### src/pkg/ssp_pkg.sv
// Shared constants and types for the soft-start phase controller.
// Assumes a single 100 MHz clock; all times are turned into cycle counts here.
package ssp_pkg;

   // ****************************************************************
   // Clock and timing
   // ****************************************************************
   localparam int CLK_MHZ                = 100;    // Cycles per microsecond
   localparam int FIRST_FIRE_LEAD_US     = 150;    // First firing ahead of zero crossing
   localparam int GATE_PULSE_US          = 50;     // Length of a pulsed firing
   localparam int GATE_RELEASE_MARGIN_US = 100;    // Gate off ahead of half-cycle end
   localparam int TURN_ON_OFFSET_US      = 100;    // Turn-on after zero crossing
   localparam int STEP_MIN_US            = 50;     // Smallest delay step
   localparam int STEP_MAX_US            = 600;    // Largest delay step
   localparam int CONT_DELAY_US          = 3000;   // Below this, continuous drive
   localparam int MAX_ON_US              = 7000;   // Longest gate on time per half-cycle

   // Cycle counts (whole microseconds, so no rounding is involved)
   localparam int FIRST_FIRE_LEAD_CYC     = FIRST_FIRE_LEAD_US * CLK_MHZ;
   localparam int GATE_PULSE_CYC          = GATE_PULSE_US * CLK_MHZ;
   localparam int GATE_RELEASE_MARGIN_CYC = GATE_RELEASE_MARGIN_US * CLK_MHZ;
   localparam int TURN_ON_OFFSET_CYC      = TURN_ON_OFFSET_US * CLK_MHZ;
   localparam int STEP_MIN_CYC            = STEP_MIN_US * CLK_MHZ;
   localparam int STEP_MAX_CYC            = STEP_MAX_US * CLK_MHZ;
   localparam int CONT_DELAY_CYC          = CONT_DELAY_US * CLK_MHZ;
   localparam int MAX_ON_CYC              = MAX_ON_US * CLK_MHZ;

   // Counter width: covers a half-cycle at the slowest line with margin
   localparam int CNT_W = 21;

   // ****************************************************************
   // Step selector positions
   // ****************************************************************
   localparam int STEP_POS_W   = 3;
   localparam int STEP_POS_MIN = 1;   // Default, slowest charge
   localparam int STEP_POS_MAX = 6;   // Fastest charge

   // ****************************************************************
   // Register map
   // ****************************************************************
   localparam int              ADDR_W     = 8;
   localparam int              DATA_W     = 32;
   localparam logic [7:0]      REG_CTRL   = 8'h00;   // Bit 0: enable
   localparam logic [7:0]      REG_STEP   = 8'h04;   // Bits 2:0: step position
   localparam logic [7:0]      REG_STATUS = 8'h08;   // State, polarity, gates
   localparam logic [7:0]      REG_DELAY  = 8'h0c;   // Present firing delay
   localparam logic [7:0]      REG_HALF   = 8'h10;   // Measured half-cycle
   localparam int              CTRL_EN_BIT = 0;
   localparam logic            CTRL_EN_RST = 1'h1;
   localparam logic [2:0]      STEP_RST    = 3'h1;

   // ****************************************************************
   // Types
   // ****************************************************************
   typedef enum logic [4:0] {
      ST_IDLE  = 5'h01,   // Gates off, waiting for start
      ST_MEAS  = 5'h02,   // Learning half-cycle length
      ST_PULSE = 5'h04,   // Pulsed firing, delay shrinking
      ST_CONT  = 5'h08,   // Continuous gate drive
      ST_SPARE = 5'h10    // Unused code, never entered
   } ssp_state_e;

   typedef struct packed {
      logic pos;   // Positive half-cycle thyristor
      logic neg;   // Negative half-cycle thyristor
   } ssp_gates_s;

   typedef struct packed {
      logic [ADDR_W-1:0] addr;
      logic [DATA_W-1:0] wdata;
      logic              wr;
      logic              rd;
   } ssp_bus_s;

endpackage

### src/hw/ssp_phase_ctrl.sv
// Soft-start phase-angle controller for a mixed diode/thyristor bridge.
// Assumes a clean comparator level on ZERO_CROSS_SENSE (high = positive line),
// a level start request, and a simple strobe register port on the same clock.
`timescale 1ns/1ps

module ssp_phase_ctrl #(
   parameter int LEAD_CYC     = ssp_pkg::FIRST_FIRE_LEAD_CYC,
   parameter int PULSE_CYC    = ssp_pkg::GATE_PULSE_CYC,
   parameter int OFFSET_CYC   = ssp_pkg::TURN_ON_OFFSET_CYC,
   parameter int STEP_MIN_CYC = ssp_pkg::STEP_MIN_CYC,
   parameter int STEP_MAX_CYC = ssp_pkg::STEP_MAX_CYC,
   parameter int CONT_CYC     = ssp_pkg::CONT_DELAY_CYC,
   parameter int MAX_ON_CYC   = ssp_pkg::MAX_ON_CYC
) (
   input  wire logic                       CLK,
   input  wire logic                       RESET,
   input  wire logic                       ZERO_CROSS_SENSE,
   input  wire logic                       EXTERNAL_SOFT_START_REQUEST,
   input  wire logic [ssp_pkg::ADDR_W-1:0] ADDR,
   input  wire logic [ssp_pkg::DATA_W-1:0] WDATA,
   input  wire logic                       WR,
   input  wire logic                       RD,
   output logic      [ssp_pkg::DATA_W-1:0] RDATA,
   output logic                            POSITIVE_THYRISTOR_GATE,
   output logic                            NEGATIVE_THYRISTOR_GATE
);

   // ****************************************************************
   // Constants at counter width
   // ****************************************************************
   localparam int CW = ssp_pkg::CNT_W;
   localparam logic [CW-1:0] lead_c   = CW'(LEAD_CYC);
   localparam logic [CW-1:0] pulse_c  = CW'(PULSE_CYC);
   localparam logic [CW-1:0] offset_c = CW'(OFFSET_CYC);
   localparam logic [CW-1:0] cont_c   = CW'(CONT_CYC);
   localparam logic [CW-1:0] max_on_c = CW'(MAX_ON_CYC);
   localparam logic [CW-1:0] cnt_top  = {CW{1'b1}};
   localparam int STEP_INC = (STEP_MAX_CYC - STEP_MIN_CYC) / (ssp_pkg::STEP_POS_MAX - ssp_pkg::STEP_POS_MIN);

   // Step size from selector position; out-of-range codes clamp to the ends
   function automatic logic [CW-1:0] step_of(input logic [2:0] pos);
      int p;
      p = int'(pos);
      if (p < ssp_pkg::STEP_POS_MIN) p = ssp_pkg::STEP_POS_MIN;
      if (p > ssp_pkg::STEP_POS_MAX) p = ssp_pkg::STEP_POS_MAX;
      return CW'(STEP_MIN_CYC + (p - ssp_pkg::STEP_POS_MIN) * STEP_INC);
   endfunction

   // ****************************************************************
   // Declarations
   // ****************************************************************
   ssp_pkg::ssp_bus_s   bus;            // Register request bundle
   ssp_pkg::ssp_state_e state_q;        // Sequencer state
   ssp_pkg::ssp_state_e state_d;
   ssp_pkg::ssp_gates_s gates_q;        // Registered gate drive
   ssp_pkg::ssp_gates_s gates_d;
   logic [1:0]          sync_out;       // Synchronised sense and start
   logic                sense_s;        // Line polarity, high = positive
   logic                start_s;        // Start request
   logic                sense_q;        // Previous polarity for edge detect
   logic                zc;             // Zero crossing this cycle
   logic [CW-1:0]       cnt_q;          // Cycles since last crossing
   logic [CW-1:0]       half_q;         // Last measured half-cycle
   logic [CW-1:0]       delay_q;        // Present firing delay
   logic [CW-1:0]       delay_d;
   logic [CW-1:0]       dec_delay;      // Delay after one step
   logic [CW-1:0]       step_q;         // Step in cycles
   logic [2:0]          step_pos_q;     // Software step position
   logic                en_q;           // Software enable
   logic                seen_q;         // One crossing seen in MEAS
   logic                run;            // Start and enable both present
   logic                fire_win;       // Pulsed firing window
   logic                cont_win;       // Continuous drive window
   logic                drive;          // Gate wanted this cycle
   logic [CW-1:0]       on_cnt_q;       // Consecutive gate-on cycles
   logic [ssp_pkg::DATA_W-1:0] rd_mux;  // Read data before register

   assign bus = '{addr: ADDR, wdata: WDATA, wr: WR, rd: RD};

   // ****************************************************************
   // Input synchronisation
   // ****************************************************************
   ssp_sync #(.W(2)) u_sync (
      .CLK   (CLK),
      .RESET (RESET),
      .D     ({ZERO_CROSS_SENSE, EXTERNAL_SOFT_START_REQUEST}),
      .Q     (sync_out)
   );

   assign sense_s = sync_out[1];
   assign start_s = sync_out[0];
   // A line high at reset shows one false crossing, seen only while idle
   // Each comparator edge marks a zero crossing and new polarity
   assign zc      = sense_s ^ sense_q;
   assign run     = start_s & en_q;

   // ****************************************************************
   // Half-cycle timing
   // ****************************************************************
   // Counter restarts at each crossing and saturates if the line stops
   always_ff @(posedge CLK) begin
      if (RESET) begin
         sense_q <= 1'b0;
         cnt_q   <= '0;
         half_q  <= '0;
      end else begin
         sense_q <= sense_s;
         if (zc) begin
            cnt_q  <= '0;
            half_q <= (cnt_q == cnt_top) ? cnt_top : cnt_q + 1'b1;
         end else if (cnt_q != cnt_top) begin
            cnt_q <= cnt_q + 1'b1;
         end
      end
   end

   // ****************************************************************
   // Sequencer
   // ****************************************************************
   // Constant step every half-cycle, floored at zero
   assign dec_delay = (delay_q > step_q) ? delay_q - step_q : '0;

   always_comb begin
      state_d = state_q;
      delay_d = delay_q;
      unique case (state_q)
         ssp_pkg::ST_IDLE: begin
            // Nothing fires until a start request is seen
            if (run) state_d = ssp_pkg::ST_MEAS;
         end
         ssp_pkg::ST_MEAS: begin
            // Second crossing gives a full half; aim just before the next
            if (zc && seen_q) begin
               state_d = ssp_pkg::ST_PULSE;
               delay_d = (cnt_q + 1'b1 > lead_c) ? cnt_q + 1'b1 - lead_c : '0;
            end
         end
         ssp_pkg::ST_PULSE: begin
            // Once the delay drops under the threshold drive continuously
            if (zc) begin
               delay_d = dec_delay;
               if (dec_delay < cont_c) state_d = ssp_pkg::ST_CONT;
            end
         end
         ssp_pkg::ST_CONT: begin
            state_d = ssp_pkg::ST_CONT;
         end
         default: begin
            state_d = ssp_pkg::ST_IDLE;
         end
      endcase
      // Dropped start or a lost line abort everything
      if (!run || (state_q != ssp_pkg::ST_IDLE && cnt_q == cnt_top)) begin
         state_d = ssp_pkg::ST_IDLE;
      end
   end

   // State, delay and the MEAS crossing flag
   always_ff @(posedge CLK) begin
      if (RESET) begin
         state_q <= ssp_pkg::ST_IDLE;
         delay_q <= '0;
         seen_q  <= 1'b0;
      end else begin
         state_q <= state_d;
         delay_q <= delay_d;
         seen_q  <= (state_q == ssp_pkg::ST_MEAS) && (seen_q || zc);
      end
   end

   // ****************************************************************
   // Gate drive
   // ****************************************************************
   // Pulse window ends 50 us after firing, well ahead of the crossing
   assign fire_win = (state_q == ssp_pkg::ST_PULSE) && !zc &&
                     (cnt_q >= delay_q) && (cnt_q < delay_q + pulse_c);
   // Continuous drive starts the offset after the crossing and is capped
   assign cont_win = (state_q == ssp_pkg::ST_CONT) && !zc &&
                     (cnt_q >= offset_c) && (on_cnt_q < max_on_c);
   assign drive    = fire_win | cont_win;
   // Polarity picks the one thyristor that may conduct
   assign gates_d  = '{pos: drive & sense_s, neg: drive & ~sense_s};

   // Gate outputs and on-time counter; the counter is the 7 ms guard
   always_ff @(posedge CLK) begin
      if (RESET) begin
         gates_q  <= '0;
         on_cnt_q <= '0;
      end else begin
         gates_q  <= gates_d;
         // Cleared at each crossing, so the cap holds per half-cycle and
         // a capped gate cannot come back before the next crossing
         if (zc || state_q == ssp_pkg::ST_IDLE) begin
            on_cnt_q <= '0;
         end else if (gates_d.pos | gates_d.neg) begin
            on_cnt_q <= on_cnt_q + 1'b1;
         end
      end
   end

   assign POSITIVE_THYRISTOR_GATE = gates_q.pos;
   assign NEGATIVE_THYRISTOR_GATE = gates_q.neg;

   // ****************************************************************
   // Register port
   // ****************************************************************
   // Writes: enable and step position; step cycles kept registered
   // A step write during a sequence waits for the next idle spell
   always_ff @(posedge CLK) begin
      if (RESET) begin
         en_q       <= ssp_pkg::CTRL_EN_RST;
         step_pos_q <= ssp_pkg::STEP_RST;
         step_q     <= step_of(ssp_pkg::STEP_RST);
      end else begin
         if (bus.wr && bus.addr == ssp_pkg::REG_CTRL) en_q <= bus.wdata[ssp_pkg::CTRL_EN_BIT];
         if (bus.wr && bus.addr == ssp_pkg::REG_STEP) begin
            step_pos_q <= bus.wdata[2:0];
         end
         // Step held constant during a sequence so every half uses it
         if (state_q == ssp_pkg::ST_IDLE) step_q <= step_of(step_pos_q);
      end
   end

   // Unmapped addresses read as zero
   // Status packs pos gate, neg gate, synced polarity and one-hot state
   assign rd_mux = (bus.addr == ssp_pkg::REG_CTRL)   ? {31'h0, en_q} :
                   (bus.addr == ssp_pkg::REG_STEP)   ? {29'h0, step_pos_q} :
                   (bus.addr == ssp_pkg::REG_STATUS) ? {24'h0, gates_q, sense_s, state_q} :
                   (bus.addr == ssp_pkg::REG_DELAY)  ? {11'h0, delay_q} :
                   (bus.addr == ssp_pkg::REG_HALF)   ? {11'h0, half_q} : 32'h0;

   // Read data stands in the cycle after the strobe only
   always_ff @(posedge CLK) begin
      if (RESET) RDATA <= '0;
      else       RDATA <= bus.rd ? rd_mux : '0;
   end
endmodule

### src/hw/ssp_sync.sv
// Two-flop synchroniser for a bundle of independent level inputs.
// Assumes each bit is a slow level; bits are not coherent with each other.
`timescale 1ns/1ps

module ssp_sync #(
   parameter int W = 1   // Number of bits
) (
   input  wire logic         CLK,
   input  wire logic         RESET,
   input  wire logic [W-1:0] D,
   output logic      [W-1:0] Q
);

   logic [W-1:0] meta_q;   // First stage, read only by the second

   // Both stages clear on reset so the block sees a quiet line
   always_ff @(posedge CLK) begin
      if (RESET) begin
         meta_q <= '0;
         Q      <= '0;
      end else begin
         meta_q <= D;
         Q      <= meta_q;
      end
   end

endmodule

### config.mk
export PLATFORM = sky130hd
export DESIGN_NAME = ssp_phase_ctrl
export DESIGN_NICKNAME = d
export VERILOG_FILES = /design/src/pkg/ssp_pkg.sv /design/src/hw/ssp_phase_ctrl.sv /design/src/hw/ssp_sync.sv
export SDC_FILE = /design/constraint.sdc
export NUM_CORES = 1
export LEC_CHECK = 0
export BUFFER_PORTS_ARGS = -buffer_cell sky130_fd_sc_hd__buf_2
export CAP_MARGIN = 15
export CORE_MARGIN = 1
export CORE_UTILIZATION = 54
export DETAILED_ROUTE_END_ITERATION = 8
export HOLD_SLACK_MARGIN = 0.12
export PLACE_DENSITY = 0.75
export RECOVER_POWER = 100
export SLEW_MARGIN = 20
export SYNTH_ARGS = -nofsm -noshare
export SYNTH_HDL_FRONTEND = slang
export SYNTH_SLANG_ARGS = --single-unit
### constraint.sdc
create_clock -name CLK -period 7.65 [get_ports CLK]
set_clock_uncertainty 0.2 [all_clocks]
set_input_delay 0.765 -clock CLK [delete_from_list [all_inputs] [get_ports CLK]]
set_output_delay 0.765 -clock CLK [all_outputs]
set_load 0.1 [all_outputs]
# Word level (Yosys, flattened, before mapping)
# Index checks and enable logic that the tools add are counted.
[word_totals]
wordCells = 109
input_bits = 46
register_bits = 154
output_inout_bits = 34
[op_classes]
order_cmp = 9
n_mux = 22
reduce_logical = 28
n_addsub = 7
multipliers = 1
bitwise_logic = 8
eq_ne = 15
[ops]
columns = ["operator", "n"]
rows = [
  ["2-to-1 mux 32 bit", 5],
  ["2-to-1 mux 21 bit", 7],
  ["adder 21 x 1 -> 21 bit (second input constant)", 2],
  ["case mux 21 bit (2 select lines)", 1],
  ["greater-than comparator 32 x 4 -> 1 bit (second input constant)", 1],
  ["multiplier 32 x 12 -> 18 bit (second input constant)", 1],
  ["subtractor 32 x 2 -> 32 bit (second input constant)", 1],
  ["adder 14 x 21 -> 21 bit (first input constant)", 1],
  ["adder 21 x 13 -> 21 bit (second input constant)", 1],
  ["equality test 21 bit (second input constant)", 1],
  [">= comparator 21 x 14 -> 1 bit (second input constant)", 1],
  [">= comparator 21 bit", 1],
  ["greater-than comparator 21 x 14 -> 1 bit (second input constant)", 1],
  ["greater-than comparator 21 bit", 1],
  ["< comparator 21 x 19 -> 1 bit (second input constant)", 1],
  ["< comparator 21 x 20 -> 1 bit (second input constant)", 1],
  ["< comparator 21 bit", 1],
  ["inequality test 21 bit (second input constant)", 1],
  ["subtractor 21 x 14 -> 21 bit (second input constant)", 1],
  ["subtractor 21 bit", 1],
  ["2-to-1 mux 5 bit", 4],
  ["case mux 5 bit (4 select lines)", 1],
  ["equality test 8 x 4 -> 1 bit (second input constant)", 2],
  ["logical AND 1 bit", 11],
  ["27 further kinds", 41],
]

# Longest topological paths before layout
# Gate-level depths: netlist (run 1).
[logic_depth]
ltp_word = 11
ltp_mapped = 27
depth_no_buf = 24

# By module
# Synthesis (run 1) repeated with hierarchy kept, for this count alone.
[unflattened]
cells_unflattened = 1321
area_unflattened_um2 = 10575.1
[modules_own_cells]
columns = ["mod", "area_per_inst_um2", "seq_area_each_um2", "instances", "cells_each"]
rows = [
  ["ssp_phase_ctrl", 10470.0, 2702.6, 1, 1313],
  ["ssp_sync", 105.1, 80.1, 1, 8],
]

# Worst setup path after synthesis (run 1)
# No wires, ideal clock.
[synth_path]
path_type = "register to register"
startpoint = "register step_pos_q[1]"
endpoint = "register step_q[17]"
path_stages_with_launch = 28
path_buffers = 3
period_less_slack_ps = 6352
path_slack_ps = 1298
setup_time_ps = 86
t_arrival_ps = 6067
required_time_ps = 7364
path_cell_list = "dfxtp_1 > buf_2 > inv_1 > ha_1 > buf_4 > nor2_1 > or2_2 > clkbuf_1 > ha_1 > ha_1 > inv_1 > ha_1 > ha_1 > xor2_1 > ha_1 > inv_1 > fa_1 > inv_1 > ha_1 > a221o_1 > o21ai_2 > mux2i_1 > a2111oi_4 > nand2b_1 > or3_1 > o21bai_1 > xnor2_1 > a211oi_1"
[synth_via]
elab_chain_len = 11
[synth_lines]
columns = ["item", "line_no", "source"]
rows = [
  ["start, declared", "ssp_phase_ctrl.sv:68", "logic [2:0] step_pos_q;"],
  ["start signal, assigned", "ssp_phase_ctrl.sv:212", "step_pos_q <= ssp_pkg::STEP_RST;"],
  ["start signal, assigned", "ssp_phase_ctrl.sv:217", "step_pos_q <= bus.wdata[2:0];"],
  ["< comparator 3 x 1 -> 1 bit", "ssp_phase_ctrl.sv:44", "if (p < ssp_pkg::STEP_POS_MIN) p = ssp_pkg::STEP_POS_MIN;"],
  ["2-to-1 mux 3 bit (*)", "ssp_phase_ctrl.sv:44", ""],
  ["2-to-1 mux 32 bit (*)", "ssp_phase_ctrl.sv:220", "if (state_q == ssp_pkg::ST_IDLE) step_q <= step_of(step_pos_q);"],
  ["2-to-1 mux 32 bit (*)", "ssp_phase_ctrl.sv:210", "if (RESET) begin"],
  ["greater-than comparator 32 x 4 -> 1 bit", "ssp_phase_ctrl.sv:45", "if (p > ssp_pkg::STEP_POS_MAX) p = ssp_pkg::STEP_POS_MAX;"],
  ["2-to-1 mux 32 bit (*)", "ssp_phase_ctrl.sv:45", ""],
  ["2-to-1 mux 32 bit (*)", "ssp_phase_ctrl.sv:220", ""],
  ["2-to-1 mux 32 bit (*)", "ssp_phase_ctrl.sv:210", ""],
  ["subtractor 32 x 2 -> 32 bit (*)", "ssp_phase_ctrl.sv:46", "return CW'(STEP_MIN_CYC + (p - ssp_pkg::STEP_POS_MIN) * STEP_INC);"],
  ["multiplier 32 x 12 -> 18 bit (*)", "ssp_phase_ctrl.sv:46", ""],
  ["adder 14 x 21 -> 21 bit (*)", "ssp_phase_ctrl.sv:46", ""],
  ["end signal, assigned", "ssp_phase_ctrl.sv:213", "step_q <= step_of(ssp_pkg::STEP_RST);"],
  ["end signal, assigned", "ssp_phase_ctrl.sv:220", ""],
  ["end, declared", "ssp_phase_ctrl.sv:67", "logic [CW-1:0] step_q;"],
]
# Every way passes the cells marked *; elsewhere a longest branch is shown, timed or not. The select of a mux whose other input is x is not followed.
# A chain may end at the register's enable or synchronous reset.

# Final worst setup path (run 1)
[layout_path]
startpoint = "register step_pos_q[2]"
endpoint = "register step_q[17]"
# Same word-level chain as after synthesis.

==> results of run 1 <==
==> cells in the mapped netlist (24+ instances only) <==
cell type,number,area share
xnor2_1,64,0.054
a211oi_1,33,0.024
a22oi_1,25,0.018
nand3_1,33,0.016
nand2_1,90,0.032
clkbuf_1,47,0.017
a21oi_1,87,0.042
xor2_1,30,0.025
o21ai_0,49,0.023
nor2_1,155,0.056
nor3_1,28,0.013
inv_1,74,0.027
a21o_1,26,0.019
dfxtp_1,139,0.27
nand4_1,24,0.014
ha_1,94,0.11
==> cell type report <==
cell class / count / area (sq um) / area share
clock buffer: 17 / 425.4 / 0.03774
clock inverter: 15 / 160.2 / 0.01421
inverter: 75 / 281.5 / 0.02497
multi-input combinational: 1022 / 7071 / 0.6273
sequential: 139 / 2783 / 0.2469
tap: 260 / 325.3 / 0.02886
timing repair buffer: 48 / 226.5 / 0.02009
==> logic make-up (layout without fill, tap and decap cells) <==
| kind of cell | Yosys count | after routing | synth area share |
|---|---|---|---|
| AND/OR/NAND/NOR | 459 | 459 | 0.2204 |
| flip-flops | 139 | 139 | 0.2659 |
| other | 2 | 23 | 0.0007175 |
| buffers and inverters | 155 | 155 | 0.06814 |
| adder cells (fa/ha/maj) | 105 | 105 | 0.1334 |
| AO/OA/AOI/OAI | 328 | 328 | 0.2169 |
| XOR/XNOR | 96 | 96 | 0.08177 |
| multiplexers | 11 | 11 | 0.01279 |
==> layout by cell type, fill, tap and decap left out, types with 26 or more instances in the layout <==
cell,n
nor3_1,28
o21ai_0,51
xor2_1,30
nand2_1,90
nor2_1,155
a211oi_1,33
nand3_1,33
ha_1,94
a21oi_1,86
dfxtp_1,139
a21o_1,26
xnor2_1,65
inv_1,74
==> critical path: cells and delay by family (launching register included) <==
| kind | cells | cell delay [ps] |
|---|---|---|
| AND/OR/NAND/NOR | 4 | 970 |
| XOR/XNOR | 2 | 290 |
| adder cells (fa/ha/maj) | 8 | 2670 |
| buffers and inverters | 4 | 590 |
| flip-flops | 1 | 640 |
| AO/OA/AOI/OAI | 5 | 1410 |
| multiplexers | 1 | 160 |
==> state kept, by name (all words and copies together), names as in the netlist, 2 cells and up <==
name           cells
cnt_q             21
state_q            4
RDATA             21
half_q            21
u_sync.Q           2
delay_q           21
step_pos_q         3
step_q            18
on_cnt_q          21
u_sync.meta_q      2
==> per-stage QoR <==
step                      utilization  power [mW]  hold WS, ps
after global placement         0.5710      0.8809        215.6
after floorplan                     -      0.8607        213.8
after CTS                      0.6024       1.710        239.8
final                          0.5986       1.703        237.1
after detailed placement       0.5713      0.8838        224.2
after global routing           0.5986       1.758        260.0
==> worst max-delay path by stage <==
stage / from / slack (ps) / to
finish: step_pos_q[2]$_SDFFE_PP0P_ / 620 / step_q[17]$_SDFFE_PP0P_
CTS: step_pos_q[2]$_SDFFE_PP0P_ / 660 / step_q[17]$_SDFFE_PP0P_
global route: step_pos_q[2]$_SDFFE_PP0P_ / 160 / step_q[19]$_SDFFE_PP0P_
floorplan: step_pos_q[1]$_SDFFE_PP0P_ / 1300 / step_q[17]$_SDFFE_PP0P_
detailed placement: step_pos_q[2]$_SDFFE_PP0P_ / 720 / step_q[17]$_SDFFE_PP0P_
global placement: step_pos_q[2]$_SDFFE_PP0P_ / 930 / step_q[17]$_SDFFE_PP0P_
==> layer usage <==
layer  track usage  vias up
met1        0.3691     4455
met2        0.4453      315
met4        0.1053        0
met3       0.04620       49
li1              -     4638
met5             0        -
==> where the power goes <==
| group | leakage [nW] | total (mW) | internal, mW | switching (mW) |
|---|---|---|---|---|
| combinational | 3.05 | 0.123 | 0.0364 | 0.0869 |
| clock | 0.280 | 0.833 | 0.461 | 0.372 |
| sequential | 1.13 | 0.746 | 0.737 | 0.00958 |
| total | 4.46 | 1.70 | 1.23 | 0.469 |
==> flow_summary.json, run 1 <==
{
  "outcome": "finished, violations left",
  "failed_checks": "capacitance limit, slew limit",
  "relSlewSlack": -0.3412,
  "clk_pin_slew_ps": 70,
  "cts_root_buffer": "clkbuf_16",
  "crit_fanout": 11,
  "r2r_end": "step_q[17]$_SDFFE_PP0P_",
  "worstPathArrival_ps": 7180,
  "place_inst": 1544,
  "drive_above_1_share": 0.07371,
  "first_pass_iters": 5,
  "synth-main-ff-cell": "dfxtp_1",
  "tns_ps": 0,
  "worst_pin_slew_ps": 2012,
  "p_leak_nw": 4.460,
  "vias": 9457,
  "crit_path_start_kind": "flop",
  "cts_inserted_buffers": 17,
  "syn2layout_area_growth_pct": 7.699,
  "cp_slowest_stage_delay_ps": 640,
  "post-route-min-period_ps": 7033,
  "hpwlAfterDp_microns": 19700,
  "avgSynthCellArea_sq_um": 8.082,
  "cts_hold_buf": 0,
  "grt_overflow": 0,
  "whs_path_depth": 1,
  "grt_pass1_wl_microns": 44070,
  "rsz0062_at_grt": "false",
  "path_common_cell": "ha_1",
  "worst_slack_ps": 617.1,
  "timing.final.crit_share": 0.9193,
  "drt-total-wl_microns": 26560,
  "worstSetupPathType": "reg -> reg",
  "clk_path_buf_depth": 2,
  "grt_util_all_layers": 0.2764,
  "via_per_inst": 6.001,
  "dp_slack_ps": 718.9,
  "start_util": 0.5558,
  "setup-violations-final": 0,
  "met3_length_microns": 1681,
  "rrSetupSlack_ps": 620,
  "grt_max_degree": 78,
  "synth-edff-count": 0,
  "htreeDepth": 4,
  "met2_length_microns": 11950,
  "endpoint_kind": "flop",
  "ctsResizeCount": 0,
  "min_to": "u_sync.Q[1]$_SDFF_PP0_",
  "finalMaxSlewViolations": 67,
  "io_buffers": 39,
  "synthCells": 1295,
  "stdcell_count": 1576,
  "initialDrtViolationCount": 944,
  "r2r_start": "step_pos_q[2]$_SDFFE_PP0P_",
  "clock-sinks": 139,
  "async_flop_share": 0,
  "drcViolationCount": 0,
  "ys_types": 88,
  "place_congestion": 0.9877,
  "fp.dieH_microns": 141.2,
  "antenna_found_initial": 0,
  "synth-seq-cells": 139,
  "drv_cap": 2,
  "clock_latency_ps": 440,
  "required_ps": 7800,
  "peakVddDrop_mv": 0.1572,
  "ys.warnings.count": 0,
  "powerDensity_nw_per_um2": 151.1,
  "hp-start": "u_sync.meta_q[1]$_SDFF_PP0_",
  "met1_length_microns": 12260,
  "nets": 1454,
  "crit_chain": "inv_1, ha_1, nor2_1, or2_2, ha_1, ha_1, inv_1, ha_1, ha_1, xor2_1, ha_1, inv_1, fa_1, inv_1, ha_1, a221o_1, o21ai_0, mux2i_1, a2111oi_4, nand2b_1, or3_1, o21bai_1, xnor2_1, a211oi_1",
  "ff2ff_path_depth": 24,
  "fillers": 1675,
  "placed_area_sq_um": 10760,
  "num_rows": 50,
  "num_antenna_cells": 0,
  "antenna_left": 0,
  "hp-class": "reg -> reg",
  "stdcell_area_sq_um": 11270,
  "cts_tree": "built",
  "wire_per_inst_microns": 16.85,
  "die_x_microns": 141.2,
  "grt_pass1_vias": 8718,
  "cts_setup_buffers": 0,
  "dieArea_sq_um": 19940,
  "syn-cell-area_sq_um": 10470,
  "pin_count": 80,
  "core_area_sq_um": 18830,
  "ys_seq_area_frac": 0.2659,
  "top_layer_used": "met4",
  "fmax_mhz": 142.2,
  "hold_viol": 0,
  "slowest_stage": "dfxtp_1"
}
(Power assumes the default switching activity.)
==> inputs of run 2 (changes only) <==
--- a/config.mk
+++ b/config.mk
@@ -11,8 +11,8 @@
 export CORE_UTILIZATION = 54
 export DETAILED_ROUTE_END_ITERATION = 8
 export HOLD_SLACK_MARGIN = 0.12
-export PLACE_DENSITY = 0.75
-export RECOVER_POWER = 100
+export PLACE_DENSITY_LB_ADDON = 0.15
+export RECOVER_POWER = 25
 export SLEW_MARGIN = 20
 export SYNTH_ARGS = -nofsm -noshare
 export SYNTH_HDL_FRONTEND = slang
==> run 2 against run 1 <==
The run still ends with capacitance limit, slew limit left. Critical endpoint is now step_q[19]$_SDFFE_PP0P_. Core utilization is 0.19 points higher. Clock power is 2.5% lower. Highest routed layer unchanged. Die area stayed put. Combinational power hardly changed.
==> flow_summary.json, run 2 (synthesis gave the netlist of run 1 again) <==
{
  "outcome": "finished, violations left",
  "failed_checks": "capacitance limit, slew limit",
  "required_ps": 7590,
  "finalMaxSlewViolations": 78,
  "drt-total-wl_microns": 26540,
  "layout_commonest_cell": "nor2_1",
  "hpwlAfterDp_microns": 19820,
  "drive_above_1_share": 0.07815,
  "crit_chain": "inv_1, ha_1, nor2_1, or2_2, ha_1, ha_1, inv_1, ha_1, ha_1, xor2_1, ha_1, inv_1, fa_1, inv_1, ha_1, a221o_1, o21ai_2, mux2i_1, a2111oi_4, nand2b_1, or3_1, nor4_2, xnor2_1, a211oi_2",
  "first_pass_iters": 6,
  "seqCellArea_sq_um": 2783,
  "ctsResizeCount": 0,
  "crit_fanout": 11,
  "grt_overflow": 0,
  "holdWs_ps": 238.8,
  "cts_inserted_buffers": 17,
  "drcViolationCount": 0,
  "start_util": 0.5558,
  "clock-sinks": 139,
  "endpoint_kind": "flop",
  "die_x_microns": 141.2,
  "grt_pass1_vias": 8417,
  "io_buffers": 39,
  "relSlewSlack": -1.411,
  "path_common_cell": "ha_1",
  "initialDrtViolationCount": 720,
  "post-route-min-period_ps": 6975,
  "via_per_inst": 5.798,
  "clk_pin_slew_ps": 70,
  "fp.dieH_microns": 141.2,
  "num_antenna_cells": 0,
  "worst_slack_ps": 675.3,
  "htreeDepth": 4,
  "hp-class": "reg -> reg",
  "total_power_mw": 1.680,
  "clock_latency_ps": 430,
  "antenna_found_initial": 0,
  "powerDensity_nw_per_um2": 148.6,
  "p_leak_nw": 4.478,
  "dieArea_sq_um": 19940,
  "antenna_left": 0,
  "cts_hold_buf": 0,
  "rsz0062_at_grt": "false",
  "core_area_sq_um": 18830,
  "nets": 1456,
  "dp_slack_ps": 783.4,
  "tns_ps": 0,
  "place_congestion": 0.9532,
  "setup-violations-final": 0,
  "cts_tree": "built",
  "peakVddDrop_mv": 0.1601,
  "final_util": 0.6005,
  "crit_path_start_kind": "flop",
  "pin_count": 80,
  "grt_util_all_layers": 0.2775,
  "timing.final.crit_share": 0.9117,
  "drv_cap": 1,
  "worstPathArrival_ps": 6910,
  "cp_slowest_stage_delay_ps": 620,
  "fmax_mhz": 143.4,
  "hold_viol": 0,
  "clk_path_buf_depth": 2,
  "slowest_stage": "dfxtp_1",
  "num_rows": 50,
  "cts_root_buffer": "clkbuf_16",
  "worstSetupPathType": "reg -> reg",
  "grt_max_degree": 78,
  "worst_pin_slew_ps": 3617,
  "syn2layout_area_growth_pct": 8.045,
  "vias": 9149,
  "multiInputGateArea_sq_um": 7096,
  "final_cell_mix": "nor2_1 (155), dfxtp_1 (139), ha_1 (94)",
  "wire_per_inst_microns": 16.82,
  "cts_setup_buffers": 0,
  "grt_pass1_wl_microns": 43600,
  "fillers": 1739
}
[run 2: worst max-delay path, delay by kind of cell, from the launching register on]
family                   cells  cell delay, ps
adder cells (fa/ha/maj)      8            2650
AND/OR/NAND/NOR              5            1090
AO/OA/AOI/OAI                4            1080
flip-flops                   1             620
buffers and inverters        4             580
XOR/XNOR                     2             330
multiplexers                 1             120
[run 2: area by class of cell]
type,instances,area share
inverter,75,0.02489
clock inverter,15,0.01350
sequential,139,0.2461
tap,260,0.02877
clock buffer,17,0.03762
timing repair buffer,50,0.02169
multi-input combinational,1022,0.6275
[run 2: power by group]
part,total (mW),internal (mW),leakage (nW),switching [mW]
Combinational,0.122,0.0365,3.07,0.0852
Sequential,0.746,0.737,1.13,0.00969
Clock,0.812,0.434,0.280,0.378
[run 2: layer usage]
layer	global-route usage	part of all wire
met5	0	0
met1	0.3765	0.47
met3	0.03940	0.054
met4	0.1047	0.026
met2	0.4453	0.45
[run 2: worst paths after layout]
| path | from | end | slack, ps | cells past startpoint |
|---|---|---|---|---|
| worst max-delay path | step_pos_q[2]$_SDFFE_PP0P_ | step_q[19]$_SDFFE_PP0P_ | 680 | 24 |
| worst max register to register | step_pos_q[2]$_SDFFE_PP0P_ | step_q[19]$_SDFFE_PP0P_ | 680 | 24 |
| worst min-delay path | u_sync.meta_q[0]$_SDFF_PP0_ | u_sync.Q[0]$_SDFF_PP0_ | 240 | 1 |
| worst min register to register | u_sync.meta_q[0]$_SDFF_PP0_ | u_sync.Q[0]$_SDFF_PP0_ | 240 | 1 |
[run 2: through the flow]
stage | instance area, sq um | std cells
after floorplan | 10550 | 1316
after CTS | 11340 | 1578
after global placement | 10760 | 1546
final | 11310 | 1578
after global routing | 11310 | 1578
after detailed placement | 10760 | 1546
==> inputs of run 3 (changes only) <==
==> constraint.sdc (replaced) <==
create_clock -name CLK -period 7.65 [get_ports CLK]
set_clock_uncertainty 0.2 [all_clocks]
set_input_delay 0.3825 -clock CLK [delete_from_list [all_inputs] [get_ports CLK]]
set_output_delay 0.3825 -clock CLK [all_outputs]
set_load 0.1 [all_outputs]
==> run 3 against run 2 <==
The flow still finishes with violations (capacitance limit, slew limit). First-iteration DRC count increased by 3.2%. Routed wire length increased by 1.4%. Hold slack got worse by 110 ps. Fmax decreased by 0.37%. Power about the same. Count of clock-buffer cells in the layout increased by 2. Register-to-register slack got worse by 30 ps. Non-clock buffer count increased by 8. Critical path depth unchanged. Global-route usage increased by 0.19 points. Die area unchanged. Critical path type unchanged. Largest cell class unchanged. Largest power group unchanged.
==> flow_summary.json, run 3 (synthesis gave the netlist of run 1 again) <==
{
  "cts_root_buffer": "clkbuf_16",
  "drcViolationCount": 0,
  "min_to": "step_pos_q[0]$_SDFFE_PP1P_",
  "final_util": 0.6047,
  "path_common_cell": "ha_1",
  "die_x_microns": 141.2,
  "cts_hold_buf": 9,
  "fmax_mhz": 142.8,
  "io_buffers": 39,
  "vias": 9221,
  "core_area_sq_um": 18830,
  "clk_path_buf_depth": 2,
  "syn2layout_area_growth_pct": 8.786,
  "powerDensity_nw_per_um2": 147.5,
  "cts_setup_buffers": 0,
  "grt_pass1_wl_microns": 43970,
  "hp-class": "in -> reg",
  "crit_path_start": "step_pos_q[2]$_SDFFE_PP0P_",
  "grt_max_degree": 78,
  "drive_above_1_share": 0.07541,
  "cp.depth": 24,
  "relSlewSlack": -1.385,
  "crit_path_start_kind": "flop",
  "cp_slowest_stage_delay_ps": 610,
  "hpwlAfterDp_microns": 19740,
  "initialDrtViolationCount": 743,
  "ctsResizeCount": 0,
  "endpoint_kind": "flop",
  "htreeDepth": 4,
  "clock-sinks": 139,
  "grt_pass1_vias": 8510,
  "whs_path_depth": 3,
  "rsz0062_at_grt": "false",
  "finalMaxSlewViolations": 78,
  "cpLargestDelayFamily": "adder cells",
  "ff2ff_path_depth": 24,
  "worst_pin_slew_ps": 3577,
  "worstPathArrival_ps": 6940,
  "num_rows": 50,
  "via_per_inst": 5.814,
  "clk_pin_slew_ps": 60,
  "drt-total-wl_microns": 26900,
  "p_leak_nw": 4.489,
  "hp-start": "WR",
  "peakVddDrop_mv": 0.1732,
  "r2r_start": "step_pos_q[2]$_SDFFE_PP0P_",
  "wire_per_inst_microns": 16.96,
  "fp.dieH_microns": 141.2,
  "pin_count": 80,
  "required_ps": 7590,
  "outcome": "finished, violations left",
  "total_power_mw": 1.679,
  "holdWs_ps": 130.3,
  "cts_inserted_buffers": 17,
  "crit_chain": "inv_1, ha_1, nor2_1, or2_2, ha_1, ha_1, inv_1, ha_1, ha_1, xor2_1, ha_1, inv_1, fa_1, inv_1, ha_1, a221o_1, o21ai_2, mux2i_1, a2111oi_4, nand2b_1, or3_1, nor4_2, xnor2_1, a211oi_2",
  "r2r_end": "step_q[19]$_SDFFE_PP0P_",
  "final_cell_mix": "nor2_1 (155), dfxtp_1 (139), ha_1 (94)",
  "failed_checks": "capacitance limit, slew limit",
  "hold_viol": 0,
  "setup-violations-final": 0,
  "num_antenna_cells": 0,
  "post-route-min-period_ps": 7001,
  "timing.final.crit_share": 0.9151,
  "slowest_stage": "dfxtp_1",
  "drv_cap": 1,
  "dieArea_sq_um": 19940,
  "tns_ps": 0,
  "grt_overflow": 0,
  "clock_latency_ps": 430,
  "start_util": 0.5558,
  "antenna_left": 0,
  "first_pass_iters": 5,
  "rrSetupSlack_ps": 650,
  "cts_tree": "built",
  "crit_fanout": 11,
  "cp_num_buf_inv": 4,
  "nets": 1464,
  "antenna_found_initial": 0,
  "place_congestion": 0.9030,
  "worstSetupPathType": "reg -> reg",
  "layout_commonest_cell": "nor2_1",
  "grt_util_all_layers": 0.2793
}
[run 3: cell count changes in the layout (fill, tap and decap cells not counted), sizes merged]
cell / delta
clkinv: -3
bufinv: +1
inv: -2
buf: -1
clkbuf: +2
clkinvlp: +2
dlygate4sd3: +9
[run 3: stage by stage]
step                      cell area (sq um)  std cells  setup slack (ps)
after global placement                10760       1545             923.0
after global routing                  11390       1586             217.1
after detailed placement              10760       1545             786.8
after floorplan                       10550       1316              1298
after CTS                             11420       1586             762.7
final                                 11390       1586             649.2
[run 3: report_power, final]
group          internal (mW)  switching [mW]  leakage, nW
logic                 0.0384          0.0856         3.10
registers              0.737         0.00947         1.13
clock network          0.463           0.346        0.268
[run 3: cell type report]
| class | count | area, sq um |
|---|---|---|
| fillers | 1729 | 7445 |
| multi-input cells | 1022 | 7096 |
| flip-flops and latches | 139 | 2783 |
| clock buffers | 19 | 442.9 |
| repair buffers | 58 | 327.8 |
| well taps | 260 | 325.3 |
| inverters | 75 | 281.5 |
| clock inverters | 13 | 130.1 |
[run 3: worst min-delay path: stages]
cell	delay, ps
buf_2	130
nand2_1	90
a211o_1	120
[run 3: metal layers]
metal,global-route usage,part of all wire,up-vias
li1,-,-,4652
met1,0.3779,0.48,4301
met2,0.4515,0.46,234
met3,0.04348,0.045,34
met4,0.09554,0.023,0
met5,0,0,-
[run 3: how the worst max path moves through the flow]
stage / end / slack, ps
after floorplan: step_q[17]$_SDFFE_PP0P_ / 1300
after global placement: step_q[17]$_SDFFE_PP0P_ / 920
after detailed placement: step_q[17]$_SDFFE_PP0P_ / 790
after CTS: step_q[17]$_SDFFE_PP0P_ / 760
after global routing: step_q[17]$_SDFFE_PP0P_ / 220
final: step_q[19]$_SDFFE_PP0P_ / 650
